==> config.mk <==
export PLATFORM = sky130hd
export DESIGN_NAME = out2_dac2_cfg
export DESIGN_NICKNAME = d
export VERILOG_FILES = /design/src/out2_dac2_pkg.sv /design/src/out2_dac2_cfg.sv /design/src/trim_decode.sv /design/src/volume_decode.sv
export VERILOG_INCLUDE_DIRS = /design/src
export SDC_FILE = /design/constraint.sdc
export NUM_CORES = 1
export LEC_CHECK = 0
export ABC_AREA = 1
export BUFFER_PORTS_ARGS = -buffer_cell sky130_fd_sc_hd__buf_2
export CAP_MARGIN = 30
export CORE_ASPECT_RATIO = 1.1
export CORE_MARGIN = 10
export CORE_UTILIZATION = 40
export CTS_CLUSTER_SIZE = 24
export DETAILED_ROUTE_END_ITERATION = 10
export PLACE_DENSITY = 0.76
export REMOVE_ABC_BUFFERS = 1
export SETUP_SLACK_MARGIN = 0.4
export SYNTH_ARGS = -nofsm -noshare
export SYNTH_HDL_FRONTEND = slang
export SYNTH_SLANG_ARGS = --single-unit
==> constraint.sdc <==
create_clock -name sys_clk -period 2.85 [get_ports sys_clk]
set_input_delay 0 -clock sys_clk [delete_from_list [all_inputs] [get_ports sys_clk]]
set_output_delay 0 -clock sys_clk [all_outputs]
set_load 0.02 [all_outputs]
==> src/out2_dac2_regs.svh <==
/*
  register map of the output-2 / dac-2 configuration slice:
  offsets, reset values, field positions and decode constants.
  assumes nothing; definitions only.
*/
`ifndef OUT2_DAC2_REGS_SVH
`define OUT2_DAC2_REGS_SVH

// register offsets on the control port
`define OUT2_CFG_ADDR        8'h6D
`define DAC2A_VOL_ADDR       8'h6E
`define DAC2A_TRIM_ADDR      8'h6F
`define DAC2B_VOL_ADDR       8'h70

// reset values
`define OUT2_CFG_RESET       8'h20
`define DAC2A_VOL_RESET      8'hC9
`define DAC2A_TRIM_RESET     8'h80
`define DAC2B_VOL_RESET      8'hC9

// output config field positions
`define DRIVER_MSB           7
`define DRIVER_LSB           6
`define LEVEL_MSB            5
`define LEVEL_LSB            3
`define BYP_IMP_BIT          2
`define FULLSCALE_BIT        1
`define COUPLING_BIT         0

// fine gain field positions; low nibble reserved
`define TRIM_MSB             7
`define TRIM_LSB             4
`define TRIM_RSVD_MASK       8'hF0

// decode constants
`define LEVEL_RESERVED       3'h7
`define VOL_MUTE_CODE        8'h00
`define VOL_UNITY_CODE       8'hC9
`define TRIM_UNITY_CODE      4'h8

`endif

==> src/out2_dac2_pkg.sv <==
/*
  types shared by the output-2 / dac-2 register slice.
  assumes the register header for widths and offsets.
*/
package out2_dac2_pkg;

  // output driver type codes
  typedef enum logic [1:0] {
    DRV_LINE_OUT  = 2'h0,
    DRV_HEADPHONE = 2'h1,
    DRV_FOUR_OHM  = 2'h2,
    DRV_RECV_DBG  = 2'h3
  } driver_type_t;

  // register write state: one-hot
  typedef enum logic [1:0] {
    WR_IDLE  = 2'b01,
    WR_APPLY = 2'b10
  } wr_state_t;

endpackage

==> src/out2_dac2_cfg.sv <==
/*
  configuration register slice for output channel 2 and dac channel 2:
  output drive/level config, dac 2a volume and fine gain, dac 2b volume.
  assumes a simple synchronous control-port access (address, write strobe,
  write data, read data) decoded from the serial control port upstream.
*/
// Behaviour
// - driver field bits 7-6, reset line-out
// - level field bits 5-3, code 7 reserved
// - bit 2 selects bypass input impedance
// - bit 1 selects 2 or 4 Vrms fullscale
// - bit 0 selects coupling tolerance
// - 2A volume eight bits, zero mutes
// - volume 0.5 dB steps, 201 is unity
// - 2A volume at 0x6E, reset 0xC9
// - fine gain bits 7-4, code 8 unity
// - fine gain low nibble reads zero
// - fine gain at 0x6F, reset 0x80
// - output config at 0x6D, reset 0x20
// - 2B volume at 0x70, reset 0xC9
// - 2B volume uses same encoding
`timescale 1ns/1ps
`default_nettype none
`include "out2_dac2_regs.svh"

module out2_dac2_cfg
  import out2_dac2_pkg::*;
(
  // clock, reset, enable
  input  wire logic              sys_clk,
  input  wire logic              rst_b,
  input  wire logic              clk_en,
  // control-port register access
  input  wire logic [7:0]        reg_addr,
  input  wire logic              reg_wr,
  input  wire logic              reg_rd,
  input  wire logic [7:0]        reg_wdata,
  output logic [7:0]             reg_rdata,
  output logic                   reg_hit,
  // output channel 2 configuration
  output driver_type_t           out_neg_driver_type,
  output logic [2:0]             out_neg_level_code,
  output logic                   out_level_reserved,
  output logic                   bypass_pos_input_impedance,
  output logic                   second_dac_fullscale_select,
  output logic                   second_dac_coupling_tolerance,
  // dac 2a volume and trim
  output logic [7:0]             second_dac_a_volume_code,
  output logic                   dac2a_mute,
  output logic signed [8:0]      dac2a_half_db,
  output logic [3:0]             second_dac_a_trim_gain,
  output logic signed [4:0]      dac2a_trim_tenth_db,
  // dac 2b volume
  output logic [7:0]             second_dac_b_volume_code,
  output logic                   dac2b_mute,
  output logic signed [8:0]      dac2b_half_db
);

  // decoding used by write and read paths alike
  function automatic logic addr_is(input logic [7:0] a, input logic [7:0] off);
    addr_is = (a == off);
  endfunction

  // storage
  logic [7:0] out_cfg_reg;     // drive, level, impedance, fullscale, coupling
  logic [7:0] vol_a_reg;       // 2a volume code
  logic [3:0] trim_a_reg;      // 2a fine gain; reserved nibble not stored
  logic [7:0] vol_b_reg;       // 2b volume code
  wr_state_t  wr_state_reg;    // write sequencer
  wr_state_t  wr_state_next;
  logic [7:0] rdata_reg;       // registered read data

  // reset byte of the fine gain register; only its upper nibble is stored
  localparam logic [7:0] TRIM_RESET_BYTE = `DAC2A_TRIM_RESET;

  // address decode
  wire sel_cfg   = addr_is(reg_addr, `OUT2_CFG_ADDR);
  wire sel_vol_a = addr_is(reg_addr, `DAC2A_VOL_ADDR);
  wire sel_trim  = addr_is(reg_addr, `DAC2A_TRIM_ADDR);
  wire sel_vol_b = addr_is(reg_addr, `DAC2B_VOL_ADDR);
  wire sel_any   = sel_cfg | sel_vol_a | sel_trim | sel_vol_b;

  // write takes effect the same edge; the state only marks a write cycle
  wire wr_go = reg_wr & sel_any;

  // read mux: trim low nibble always zero, unmapped reads zero
  wire [7:0] trim_view = {trim_a_reg, 4'h0} & `TRIM_RSVD_MASK;
  wire [7:0] rd_mux    = sel_cfg   ? out_cfg_reg :
                         sel_vol_a ? vol_a_reg   :
                         sel_trim  ? trim_view   :
                         sel_vol_b ? vol_b_reg   : 8'h00;

  // write sequencer next state
  always_comb begin
    case (wr_state_reg)
      WR_IDLE:  wr_state_next = wr_go ? WR_APPLY : WR_IDLE;
      WR_APPLY: wr_state_next = wr_go ? WR_APPLY : WR_IDLE;
      default:  wr_state_next = WR_IDLE;
    endcase
  end

  // sequencer register
  always_ff @(posedge sys_clk or negedge rst_b) begin
    if (!rst_b) begin
      wr_state_reg <= WR_IDLE;
    end else if (clk_en) begin
      wr_state_reg <= wr_state_next;
    end
  end

  // output config register; all fields kept as written
  always_ff @(posedge sys_clk or negedge rst_b) begin
    if (!rst_b) begin
      out_cfg_reg <= `OUT2_CFG_RESET;
    end else if (clk_en && reg_wr && sel_cfg) begin
      out_cfg_reg <= reg_wdata;
    end
  end

  // 2a volume register
  always_ff @(posedge sys_clk or negedge rst_b) begin
    if (!rst_b) begin
      vol_a_reg <= `DAC2A_VOL_RESET;
    end else if (clk_en && reg_wr && sel_vol_a) begin
      vol_a_reg <= reg_wdata;
    end
  end

  // 2a trim; reserved bits dropped so they can never read back nonzero
  always_ff @(posedge sys_clk or negedge rst_b) begin
    if (!rst_b) begin
      trim_a_reg <= TRIM_RESET_BYTE[`TRIM_MSB:`TRIM_LSB];
    end else if (clk_en && reg_wr && sel_trim) begin
      trim_a_reg <= reg_wdata[`TRIM_MSB:`TRIM_LSB];
    end
  end

  // 2b volume register
  always_ff @(posedge sys_clk or negedge rst_b) begin
    if (!rst_b) begin
      vol_b_reg <= `DAC2B_VOL_RESET;
    end else if (clk_en && reg_wr && sel_vol_b) begin
      vol_b_reg <= reg_wdata;
    end
  end

  // read data registered, held between reads
  always_ff @(posedge sys_clk or negedge rst_b) begin
    if (!rst_b) begin
      rdata_reg <= 8'h00;
    end else if (clk_en && reg_rd) begin
      rdata_reg <= rd_mux;
    end
  end

  // handshake: combinational hit flag for mapped addresses
  assign reg_hit   = sel_any & (reg_rd | reg_wr);
  assign reg_rdata = rdata_reg;

  // field outputs straight from the registers
  assign out_neg_driver_type           = driver_type_t'(out_cfg_reg[`DRIVER_MSB:`DRIVER_LSB]);
  assign out_neg_level_code            = out_cfg_reg[`LEVEL_MSB:`LEVEL_LSB];
  // reserved level code flagged; the analog side must not act on it
  assign out_level_reserved            = (out_neg_level_code == `LEVEL_RESERVED);
  assign bypass_pos_input_impedance    = out_cfg_reg[`BYP_IMP_BIT];
  // fullscale legality (2.75 V ref, audio band) is left to software
  assign second_dac_fullscale_select   = out_cfg_reg[`FULLSCALE_BIT];
  assign second_dac_coupling_tolerance = out_cfg_reg[`COUPLING_BIT];
  assign second_dac_a_volume_code      = vol_a_reg;
  assign second_dac_a_trim_gain        = trim_a_reg;
  assign second_dac_b_volume_code      = vol_b_reg;

  // 2a volume decode
  volume_decode u_vol_a (
    .sys_clk     (sys_clk),
    .rst_b       (rst_b),
    .clk_en      (clk_en),
    .volume_code (vol_a_reg),
    .vol_mute    (dac2a_mute),
    .vol_half_db (dac2a_half_db)
  );

  // 2b volume decode, same encoding
  volume_decode u_vol_b (
    .sys_clk     (sys_clk),
    .rst_b       (rst_b),
    .clk_en      (clk_en),
    .volume_code (vol_b_reg),
    .vol_mute    (dac2b_mute),
    .vol_half_db (dac2b_half_db)
  );

  // 2a fine gain decode
  trim_decode u_trim_a (
    .sys_clk       (sys_clk),
    .rst_b         (rst_b),
    .clk_en        (clk_en),
    .trim_code     (trim_a_reg),
    .trim_tenth_db (dac2a_trim_tenth_db)
  );

endmodule
`default_nettype wire

==> src/trim_decode.sv <==
/*
  decodes the four-bit fine gain code into tenth-dB units
  (code 8 is 0 dB, step 0.1 dB, range -0.8 .. +0.7 dB).
  assumes a registered code at its input; output is registered.
*/
`timescale 1ns/1ps
`default_nettype none
`include "out2_dac2_regs.svh"

module trim_decode
  import out2_dac2_pkg::*;
(
  // clock and reset
  input  wire logic              sys_clk,
  input  wire logic              rst_b,
  input  wire logic              clk_en,
  // code in
  input  wire logic [3:0]        trim_code,
  // decoded out
  output logic signed [4:0]      trim_tenth_db
);

  // tenth-dB gain: code minus eight
  wire signed [4:0] tenth_w = $signed({1'b0, trim_code}) - $signed({1'b0, `TRIM_UNITY_CODE});

  // registered decoded gain
  always_ff @(posedge sys_clk or negedge rst_b) begin
    if (!rst_b) begin
      trim_tenth_db <= 5'sh00;
    end else if (clk_en) begin
      trim_tenth_db <= tenth_w;
    end
  end

endmodule
`default_nettype wire

==> src/volume_decode.sv <==
/*
  decodes an eight-bit volume code into a mute flag and a signed
  gain in half-dB units (code 201 is 0, step 0.5 dB).
  assumes a registered code at its input; output is registered.
*/
`timescale 1ns/1ps
`default_nettype none
`include "out2_dac2_regs.svh"

module volume_decode
  import out2_dac2_pkg::*;
(
  // clock and reset
  input  wire logic              sys_clk,
  input  wire logic              rst_b,
  input  wire logic              clk_en,
  // code in
  input  wire logic [7:0]        volume_code,
  // decoded out
  output logic                   vol_mute,
  output logic signed [8:0]      vol_half_db
);

  // half-dB gain: code minus unity code, combinational
  wire signed [8:0] half_db_w = $signed({1'b0, volume_code}) - $signed({1'b0, `VOL_UNITY_CODE});
  wire              mute_w    = (volume_code == `VOL_MUTE_CODE);

  // registered decoded outputs; reset matches reset code 0xC9
  always_ff @(posedge sys_clk or negedge rst_b) begin
    if (!rst_b) begin
      vol_mute    <= 1'b0;
      vol_half_db <= 9'sh000;
    end else if (clk_en) begin
      vol_mute    <= mute_w;
      vol_half_db <= half_db_w;
    end
  end

endmodule
`default_nettype wire
Word level (Yosys, flattened, before mapping)
Cells that the tools add are included.
W data, S select, Z words.

operators by class
  reductions and logical operators = 8
  bitwise operators = 5
  eq/ne operators = 5
  multiplexer cells = 4
  $add $sub $neg = 3

operators by type and width
  operator               number
  $eq A8 B7 Y1 const B   4
  $mux W8                4
  $sub A8 B8 Y9 const B  2
  $logic_not A8 Y1       2
  $logic_and A1 B1 Y1    6
  $sub A4 B4 Y5 const B  1
  $or A1 B1 Y1           4
  $eq A3 B3 Y1 const B   1
  $and A1 B1 Y1          1

word-level totals
  word-level logic and storage cells = 35
  output and inout bits = 63
  register bits = 61
  input bits = 21

Longest topological paths before layout
Gate-level depths: netlist of the first run.

  depth after elaboration = 5
  depth in mapped cells = 9
  depth with buffers taken out = 9

Cells and area by module
Synthesis of the first run repeated with hierarchy kept, for this count alone.

unflattened totals
  cells, all modules = 377
  area total of the unflattened synthesis = 3121.7 um^2

modules (own cells, without submodules)
  module         seq. area each (um^2)  cells each  times used  area each (um^2)
  out2_dac2_cfg  913.4                  216         1           1903.1
  volume_decode  250.2                  71          2           529.3
  trim_decode    100.1                  19          1           160.2

Worst setup path after synthesis of the first run
OpenSTA, ideal clock, no wires.

  path kind = register to register
  start point = register vol_a_reg[0], in the netlist second_dac_a_volume_code[0]
  end point = register u_vol_a.vol_half_db[6]
  setup slack = 1.322 ns
  clock period less this slack = 1.528 ns
  setup time = 0.128 ns
  required time = 2.722 ns
  path buffers = 0
  data arrival time = 1.400 ns
  cell stages (with the launch flop) = 7
  cell sequence = dfstp_2 -> inv_1 -> ha_1 -> a21oi_1 -> nor2_1 -> o21ai_0 -> o21ai_0

on the way
  cells in the longest elaborated chain, start to end = 1

RTL lines
  what                    RTL line              source
  start, declared         out2_dac2_cfg.sv:66   logic [7:0] vol_a_reg;
  start signal, assigned  out2_dac2_cfg.sv:123  vol_a_reg <= `DAC2A_VOL_RESET;
  start signal, assigned  out2_dac2_cfg.sv:125  vol_a_reg <= reg_wdata;
  $sub A8 B8 Y9           volume_decode.sv:25   wire signed [8:0] half_db_w = $signed({1'b0, volume_code}) - $signed({1'b0, `VOL_UNITY_CODE});
  end signal, assigned    volume_decode.sv:35   vol_half_db <= half_db_w;
  end, declared           volume_decode.sv:21   output logic signed [8:0] vol_half_db

No other way between the ends.
A chain may end at the register's enable or synchronous reset.

Worst setup path after layout of the first run
Ends and elaborated chain as after synthesis.

==> results of run 1 <==
[synth_stat cells (all sizes together)]
cell type	instances
xnor2	1
a21oi	2
o21a	4
clkbuf	4
o41ai	1
nor2	28
buf	11
dfrtp	50
nand2	120
nand3	37
xor2	1
and2	3
o21ai	41
ha	4
nand4	1
a21boi	1
dfstp	10
or2	1
nand3b	3
a31oi	5
inv	33
nor3	2
[worst max-delay path: cells and delay by family, from the launching register on]
kind / cells / cell delay (ps)
and+or+nand+nor: 1 / 80
adders and majority gates: 1 / 220
DFF: 1 / 560
buffers and inverters: 1 / 80
AOI/OAI and AO/OA: 3 / 490
[logic make-up after synthesis]
| group | after synthesis | synth area share |
|---|---|---|
| XOR/XNOR | 2 | 0.005713 |
| AND/OR/NAND/NOR | 195 | 0.2938 |
| adder cells (fa/ha/maj) | 4 | 0.01632 |
| AO/OA/AOI/OAI | 54 | 0.1151 |
| buffers and inverters | 48 | 0.07548 |
| flip-flops | 60 | 0.4937 |
[how the worst max path moves through the flow]
stage,depth (start not counted),start,slack [ps],endpoint
final,6,second_dac_a_volume_code[0],1290,u_vol_a.vol_half_db[6]
after CTS,6,second_dac_a_volume_code[0],1290,u_vol_a.vol_half_db[6]
after floorplan,6,second_dac_a_volume_code[0],1320,u_vol_a.vol_half_db[6]
after global routing,6,second_dac_a_volume_code[0],1140,u_vol_a.vol_half_db[6]
after detailed placement,6,second_dac_a_volume_code[0],1320,u_vol_a.vol_half_db[6]
after global placement,6,second_dac_a_volume_code[0],1350,u_vol_a.vol_half_db[6]
[per-layer routing]
layer / wire length, µm / track usage / share of wire
met1: 3395 / 0.1741 / 0.41
met2: 4094 / 0.2394 / 0.49
met3: 775 / 0.05133 / 0.093
met4: 110 / 0.06592 / 0.013
met5: 0 / 0 / 0
[through the flow]
step           hold slack (ps)  power, W    util
6_report                 25.06  0.001901  0.5041
5_1_grt                  44.80  0.001986  0.5041
4_1_cts                  18.62  0.001926  0.5041
3_5_place_dp             7.159  0.001163  0.4701
3_3_place_gp            -1.286  0.001157  0.4701
2_1_floorplan           -295.6  0.001056       -
[final cells by class]
| class | count | area share |
|---|---|---|
| inverter | 33 | 0.03288 |
| clock inverter | 5 | 0.01395 |
| tap | 105 | 0.03487 |
| sequential | 60 | 0.4019 |
| timing repair buffer | 90 | 0.1282 |
| clock buffer | 11 | 0.03753 |
| multi-input combinational | 255 | 0.3507 |
[power by group through the flow]
stage	Combinational, W	Clock [W]	Sequential, W
after global placement	0.000227	0	0.000931
final	0.000233	0.000751	0.000917
after floorplan	0.0000847	0	0.000972
after CTS	0.000238	0.000771	0.000917
after global routing	0.000260	0.000804	0.000922
after detailed placement	0.000232	0	0.000932
==> results.py, run 1 <==
metrics = {
    "setup_path": {
        "reg2reg_from": "second_dac_a_volume_code[0]",
        "crit_fanout": 5,
        "worstSetupEndpointType": "flop",
        "critical_path_class": "reg2reg",
        "crit_path_frequent_cell": "o21ai_0",
        "crit_arrival_ps": 1780,
        "cpPeakStageDelay_ps": 560,
        "r2r_end": "u_vol_a.vol_half_db[6]",
        "slowest_stage": "dfstp_2",
        "path_cells": "inv_1 -> ha_1 -> a21oi_1 -> nor2_1 -> o21ai_0 -> o21ai_0",
        "required_ps": 3070,
        "ff2ff_path_depth": 6,
        "r2r_slack_ps": 1290,
        "cp-start-kind": "flop",
    },
    "clocking": {
        "clock-sinks": 60,
        "postCtsHoldBufs": 6,
        "cts_max_level": 3,
        "cts_tree": "yes",
        "cts_setup_buffers": 0,
        "cts_root_buf": "clkbuf_8",
        "numCtsBuffers": 9,
        "cts_resized": 0,
        "clock_latency_ps": 340,
        "cts_buffer_depth": 2,
        "clk_pin_slew_ps": 60,
    },
    "pwr": {
        "power_frac_seq": 0.482,
        "p_leak_nw": 2.010,
        "power.share.clock": 0.395,
        "intPower_w": 0.001386,
        "netSwitchingPower_w": 0.0005148,
        "p_sw_frac": 0.2708,
        "peakVddDrop_v": 0.0002536,
        "p_comb_frac": 0.123,
        "p_per_area_mw_per_mm2": 504.5,
    },
    "sta": {
        "final-setup-viol-count": 0,
        "maxSlewHeadroom": 0.5196,
        "layout_min_cycle_time_ps": 1561,
        "report.final.slew_viol_count": 0,
        "fmax_mhz": 640.5,
        "skew_ps": 7.378,
        "rsz0062_at_grt": "no",
        "fin_crit_sh": 0.5478,
        "hold_viol_final": 0,
        "worst_pin_slew_ps": 719.7,
        "tns_ps": 0,
        "fin_ws_ps": 1289,
    },
    "global_route": {
        "grt.overflow.total": 0,
        "grt_max_degree": 39,
        "grt_first_pass_wirelength_um": 13420,
        "grt_usage": 0.1491,
        "antenna_found_initial": 0,
        "grt_pass1_vias": 2691,
    },
    "floorplan": {
        "core_area_mm2": 0.007473,
        "die_area_mm2": 0.01157,
        "io_pins": 84,
        "rows": 33,
        "die_w_um": 103.5,
        "start_util": 0.4103,
        "die_h_um": 111.8,
    },
    "placement": {
        "dp_cells": 537,
        "dp_hpwl_um": 6414,
        "portBuffers": 83,
        "globalplace.congestion": 0.8227,
        "preCtsSetupSlack_ps": 1321,
        "dpl-instance-area_mm2": 0.003513,
    },
    "detailed_routing": {
        "drt-initial-drc-count": 197,
        "ant_nets": 0,
        "firstDrtPassIters": 4,
        "drt_wl_total_um": 8375,
        "drc_errors": 0,
        "num_vias": 2733,
        "wl_per_cell_um": 14.98,
        "routed_via_density": 4.889,
    },
    "final_layout": {
        "nets": 474,
        "mostFrequentLayoutCell": "nand2_1",
        "area_growth_pct": 22.85,
        "n_antenna_cell": 0,
        "fill_cells": 739,
        "stdcell_count": 559,
        "reg_top3": "u_vol_a.vol_half_db: 9 flops, u_vol_b.vol_half_db: 9 flops",
        "drive_gt1_frac": 0.3172,
        "final_cell_mix": "112 x nand2_1, 83 x buf_2, 50 x dfrtp_1",
        "multiInputGateArea_mm2": 0.001321,
        "fin_area_mm2": 0.003767,
        "regArea_mm2": 0.001514,
    },
    "logic_synthesis": {
        "ys_types": 35,
        "synthTopCellsByArea": "dfrtp_1 41%, nand2_1 14%, dfstp_2 8.6%",
        "seq_area_frac_synth": 0.4937,
        "synth-warning-count": 0,
        "synthCells": 363,
        "synth_area_mm2": 0.003067,
        "yosysTopAreaCell": "dfrtp_1",
        "synth-seq-cells": 60,
        "syn_area_per_cell_um2": 8.448,
        "synth_top_area_frac": 0.4080,
    },
    "hold_path": {
        "hold_end": "second_dac_a_volume_code[5]",
        "whs_path_depth": 3,
        "hold_class": "in2reg",
        "hp-start": "reg_wdata[5]",
    },
    "status": {
        "status": "completed",
    },
    "flow_run": {
        "cap_violations": 0,
    },
}
Note: power is estimated with default switching activity, not from simulation.
==> run 2: changes to the inputs <==
- clock period: 2.85 -> 1.46 ns (I/O delays scaled with it)
==> results.py, run 2 (synthesis results as in run 1) <==
metrics = {
    "detailed_routing": {
        "drc_errors": 0,
        "ant_nets": 0,
        "routed_via_density": 5.005,
        "num_vias": 3018,
        "firstDrtPassIters": 4,
        "wl_per_cell_um": 16.83,
        "drt_wl_total_um": 10150,
        "drt-initial-drc-count": 220,
    },
    "status": {
        "status": "completed",
    },
    "global_route": {
        "grt_max_degree": 61,
        "grt_usage": 0.1649,
        "gr-usage-met3": 0.05380,
        "grt_first_pass_wirelength_um": 14950,
        "grt.overflow.total": 0,
        "antenna_found_initial": 0,
        "met1_usage": 0.1882,
        "grt_pass1_vias": 2999,
        "met2_usage": 0.2750,
        "grt.busiest_layer": "met2",
    },
    "final_layout": {
        "final_cell_mix": "100 x nand2_1, 70 x buf_2, 49 x dfrtp_1",
        "drive_gt1_frac": 0.4538,
        "area_growth_pct": 44.19,
        "reg_top3": "u_vol_a.vol_half_db: 9 flops, u_vol_b.vol_half_db: 9 flops",
        "nets": 518,
        "mostFrequentLayoutCell": "nand2_1",
        "fill_cells": 625,
        "n_antenna_cell": 0,
    },
    "floorplan": {
        "rows": 33,
        "die_h_um": 111.8,
        "core_area_mm2": 0.007473,
        "die_area_mm2": 0.01157,
        "io_pins": 84,
        "die_w_um": 103.5,
        "start_util": 0.4103,
    },
    "clocking": {
        "clock-sinks": 60,
        "cts_buffer_depth": 2,
        "clock_latency_ps": 340,
        "cts_max_level": 3,
        "clk_pin_slew_ps": 70,
        "cts_tree": "yes",
        "cts_root_buf": "clkbuf_8",
        "numCtsBuffers": 9,
    },
    "setup_path": {
        "ff2ff_path_depth": 6,
        "required_ps": 1670,
        "cp-start-kind": "flop",
        "crit_fanout": 3,
        "r2r_slack_ps": 90,
        "critical_path_class": "reg2reg",
        "r2r_end": "u_vol_a.vol_half_db[8]",
        "worstSetupEndpointType": "flop",
        "crit_arrival_ps": 1590,
        "reg2reg_from": "second_dac_a_volume_code[0]",
    },
    "pwr": {
        "peakVddDrop_v": 0.0004567,
        "netSwitchingPower_w": 0.001061,
        "power.share.clock": 0.352,
        "power_frac_seq": 0.485,
        "power_w": 0.003687,
        "intPower_w": 0.002626,
        "p_leak_nw": 2.320,
        "p_sw_frac": 0.2877,
        "p_comb_frac": 0.163,
        "p_per_area_mw_per_mm2": 833.9,
    },
    "hold_path": {
        "hold_end": "second_dac_b_volume_code[7]",
        "hold_class": "in2reg",
        "hp-start": "reg_wdata[7]",
        "whs_path_depth": 3,
    },
    "sta": {
        "fmax_mhz": 727.6,
        "worst_pin_slew_ps": 470.9,
        "maxSlewHeadroom": 0.6857,
        "fin_crit_sh": 0.9413,
        "layout_min_cycle_time_ps": 1374,
        "hold_viol_final": 0,
        "tns_ps": 0,
        "report.final.slew_viol_count": 0,
        "skew_ps": 10.37,
        "rsz0062_at_grt": "yes",
        "final-setup-viol-count": 0,
        "timing.hold.ws_ps": 8.285,
    },
    "placement": {
        "globalplace.congestion": 0.8977,
        "portBuffers": 83,
        "dp_hpwl_um": 6534,
    },
    "flow_run": {
        "cap_violations": 0,
    },
}
==> run 2: cell count changes in the layout (fill, tap and decap cells not counted), moves of 5 or more <==
| cell | previous run | this run |
|---|---|---|
| buf_4 | 1 | 32 |
| buf_6 | 0 | 26 |
| o21ai_0 | 13 | 5 |
| nand2_2 | 6 | 15 |
| nand2_1 | 112 | 100 |
| nand3_1 | 36 | 30 |
| nor2_1 | 22 | 17 |
| buf_2 | 83 | 70 |
==> run 2: power by group through the flow <==
stage / Combinational, W / Sequential, W / Clock, W
6_report: 0.000602 / 0.00179 / 0.00130
5_1_grt: 0.000652 / 0.00180 / 0.00138
4_1_cts: 0.000549 / 0.00178 / 0.00130
3_5_place_dp: 0.000476 / 0.00181 / 0
3_3_place_gp: 0.000466 / 0.00181 / 0
2_1_floorplan: 0.000165 / 0.00190 / 0
==> run 2: worst max-delay path by stage <==
| stage | start | to | slack, ps | cells after the start |
|---|---|---|---|---|
| finish | second_dac_a_volume_code[0] | u_vol_a.vol_half_db[8] | 90 | 6 |
| floorplan | second_dac_a_volume_code[0] | u_vol_a.vol_half_db[6] | -70 | 6 |
| CTS | second_dac_b_volume_code[0] | u_vol_b.vol_half_db[8] | 120 | 8 |
| global route | second_dac_a_volume_code[0] | u_vol_a.vol_half_db[8] | 20 | 6 |
| detailed placement | second_dac_a_volume_code[0] | u_vol_a.vol_half_db[6] | -50 | 6 |
| global placement | second_dac_a_volume_code[0] | u_vol_a.vol_half_db[6] | 7 | 6 |
==> run 2: metal layers <==
layer	share of wire	vias to the layer above	routed length [µm]
met5	0	-	0
met4	0.027	0	277
met3	0.090	25	912
met2	0.52	127	5279
met1	0.36	1436	3677
li1	-	1430	-
==> run 2: worst max-delay path, stage by stage, from the launching register on <==
cell,delay [ps]
dfstp_2,570
inv_4,60
ha_4,170
a21oi_4,160
nor2_2,60
nor2_1,140
a31oi_1,100
==> run 2: stage by stage <==
step	utilization	cell area (µm²)	std cells	worst slack, ps
2_1_floorplan	-	2959	348	-67.50
3_3_place_gp	0.4818	3601	547	7.080
3_5_place_dp	0.4818	3601	547	-49.19
4_1_cts	0.5573	4165	593	125.0
5_1_grt	0.5917	4422	603	19.65
6_report	0.5917	4422	603	85.64
==> run 2: repair_timing <==
| action | 4_1_cts | 5_1_grt |
|---|---|---|
| setup endpoints to repair | 28 | 39 |
| setup buffers | 25 | 10 |
| pin swaps | 14 | 19 |
| resized for setup | 54 | 48 |
| hold endpoints to repair | 71 | 0 |
| hold buffers | 5 | 0 |
==> run 2: final cells by class <==
cell class | instances | area, µm² | area share
well taps | 105 | 131.4 | 0.02971
clock inverters | 2 | 10.01 | 0.002264
multi-input cells | 255 | 1533 | 0.3466
clock buffers | 14 | 152.6 | 0.03452
repair buffers | 134 | 953.4 | 0.2156
flip-flops and latches | 60 | 1515 | 0.3427
inverters | 33 | 126.4 | 0.02858
==> run 3: changes to the inputs <==
- MAX_ROUTING_LAYER: unset -> met4
==> results.py, run 3 (synthesis results as in run 1) <==
metrics = {
    "global_route": {
        "grt_usage": 0.1695,
        "antenna_found_initial": 0,
        "grt_max_degree": 61,
        "grt_first_pass_wirelength_um": 14900,
        "grt_pass1_vias": 3013,
        "grt.overflow.total": 0,
    },
    "clocking": {
        "clock_latency_ps": 350,
        "cts_max_level": 3,
        "clk_pin_slew_ps": 70,
        "cts_root_buf": "clkbuf_8",
        "cts_tree": "yes",
        "clock-sinks": 60,
        "cts_buffer_depth": 2,
        "numCtsBuffers": 9,
    },
    "placement": {
        "preCtsSetupSlack_ps": -49.19,
        "portBuffers": 83,
        "dpl-instance-area_mm2": 0.003601,
        "dp_hpwl_um": 6534,
        "globalplace.congestion": 0.9129,
    },
    "sta": {
        "fmax_mhz": 734.0,
        "hold_viol_final": 0,
        "maxSlewHeadroom": 0.6800,
        "layout_min_cycle_time_ps": 1362,
        "report.final.slew_viol_count": 0,
        "fin_ws_ps": 97.52,
        "timing.hold.ws_ps": 1.455,
        "skew_ps": 11.32,
        "rsz0062_at_grt": "yes",
        "worst_pin_slew_ps": 479.5,
        "fin_crit_sh": 0.9332,
        "final-setup-viol-count": 0,
    },
    "hold_path": {
        "hp-start": "reg_wdata[7]",
        "whs_path_depth": 3,
        "hold_end": "second_dac_b_volume_code[7]",
        "hold_class": "in2reg",
    },
    "floorplan": {
        "die_w_um": 103.5,
        "core_area_mm2": 0.007473,
        "rows": 33,
        "start_util": 0.4103,
        "io_pins": 84,
        "die_area_mm2": 0.01157,
        "die_h_um": 111.8,
    },
    "pwr": {
        "power_w": 0.003694,
        "p_per_area_mw_per_mm2": 835.5,
        "p_leak_nw": 2.320,
        "peakVddDrop_v": 0.0004649,
    },
    "flow_run": {
        "cap_violations": 0,
    },
    "final_layout": {
        "n_antenna_cell": 0,
        "multiInputGateArea_mm2": 0.001533,
        "fill_cells": 625,
        "regArea_mm2": 0.001515,
        "final_cell_mix": "100 x nand2_1, 70 x buf_2, 49 x dfrtp_1",
        "reg_top3": "u_vol_a.vol_half_db: 9 flops, u_vol_b.vol_half_db: 9 flops",
        "mostFrequentLayoutCell": "nand2_1",
        "drive_gt1_frac": 0.4538,
        "area_growth_pct": 44.19,
        "nets": 518,
        "fin_area_mm2": 0.004422,
    },
    "setup_path": {
        "cp-start-kind": "flop",
        "r2r_end": "u_vol_b.vol_half_db[2]",
        "reg2reg_from": "second_dac_b_volume_code[0]",
        "r2r_slack_ps": 100,
        "required_ps": 1730,
        "worstSetupEndpointType": "flop",
        "crit_arrival_ps": 1630,
        "critical_path_class": "reg2reg",
        "crit_fanout": 2,
        "ff2ff_path_depth": 5,
    },
    "detailed_routing": {
        "num_vias": 3016,
        "drt-initial-drc-count": 225,
        "firstDrtPassIters": 4,
        "drc_errors": 0,
        "drt_wl_total_um": 10130,
        "wl_per_cell_um": 16.81,
        "routed_via_density": 5.002,
        "ant_nets": 0,
    },
    "status": {
        "status": "completed",
    },
}
==> run 3: repair_timing <==
item / in CTS / in global routing
gates resized for setup: 54 / 48
setup buffers: 25 / 10
pin swaps: 14 / 19
hold endpoints to repair: 71 / 0
cloned: 0 / 0
hold buffers: 5 / 0
endpoints found under the setup margin: 28 / 39
==> run 3: layer usage <==
layer	vias up	global-route usage	part of all wire
li1	1424	-	-
met1	1446	0.1934	0.37
met2	123	0.2762	0.53
met3	23	0.04267	0.073
met4	0	0.06592	0.027
met5	-	-	0
==> run 3: where the power goes <==
group	internal, W	switching [W]	leakage, nW
combinational	0.000230	0.000371	1.50
clock	0.000660	0.000644	0.0844
sequential	0.00174	0.0000527	0.736
total	0.00263	0.00107	2.32
==> run 3: how the worst max path moves through the flow <==
| stage | startpoint | endpoint | slack, ps | cells after the start |
|---|---|---|---|---|
| floorplan | second_dac_a_volume_code[0] | u_vol_a.vol_half_db[6] | -70 | 6 |
| global placement | second_dac_a_volume_code[0] | u_vol_a.vol_half_db[6] | 7 | 6 |
| detailed placement | second_dac_a_volume_code[0] | u_vol_a.vol_half_db[6] | -50 | 6 |
| CTS | second_dac_b_volume_code[0] | u_vol_b.vol_half_db[8] | 120 | 8 |
| global route | second_dac_a_volume_code[0] | u_vol_a.vol_half_db[8] | -20 | 6 |
| finish | second_dac_b_volume_code[0] | u_vol_b.vol_half_db[2] | 100 | 5 |
==> run 3: through the flow <==
step / cells / setup TNS, ps / utilization
6_report: 603 / 0 / 0.5917
5_1_grt: 603 / -19.38 / 0.5917
4_1_cts: 593 / 0 / 0.5573
3_5_place_dp: 547 / -73.70 / 0.4818
3_3_place_gp: 547 / 0 / 0.4818
2_1_floorplan: 348 / -87.39 / -
==> run 3: critical path, cell delays in order, from the launching register on <==
cell,delay (ps)
dfstp_2,550
inv_2,60
ha_4,160
buf_4,140
or2_4,220
a31oi_1,170
==> run 3: final cells by class <==
class                           instances  area share
Multi-Input combinational cell        255      0.3466
Sequential cell                        60      0.3427
Timing Repair Buffer                  134      0.2156
Clock buffer                           14     0.03452
Tap cell                              105     0.02971
Inverter                               33     0.02858
Clock inverter                          2    0.002264
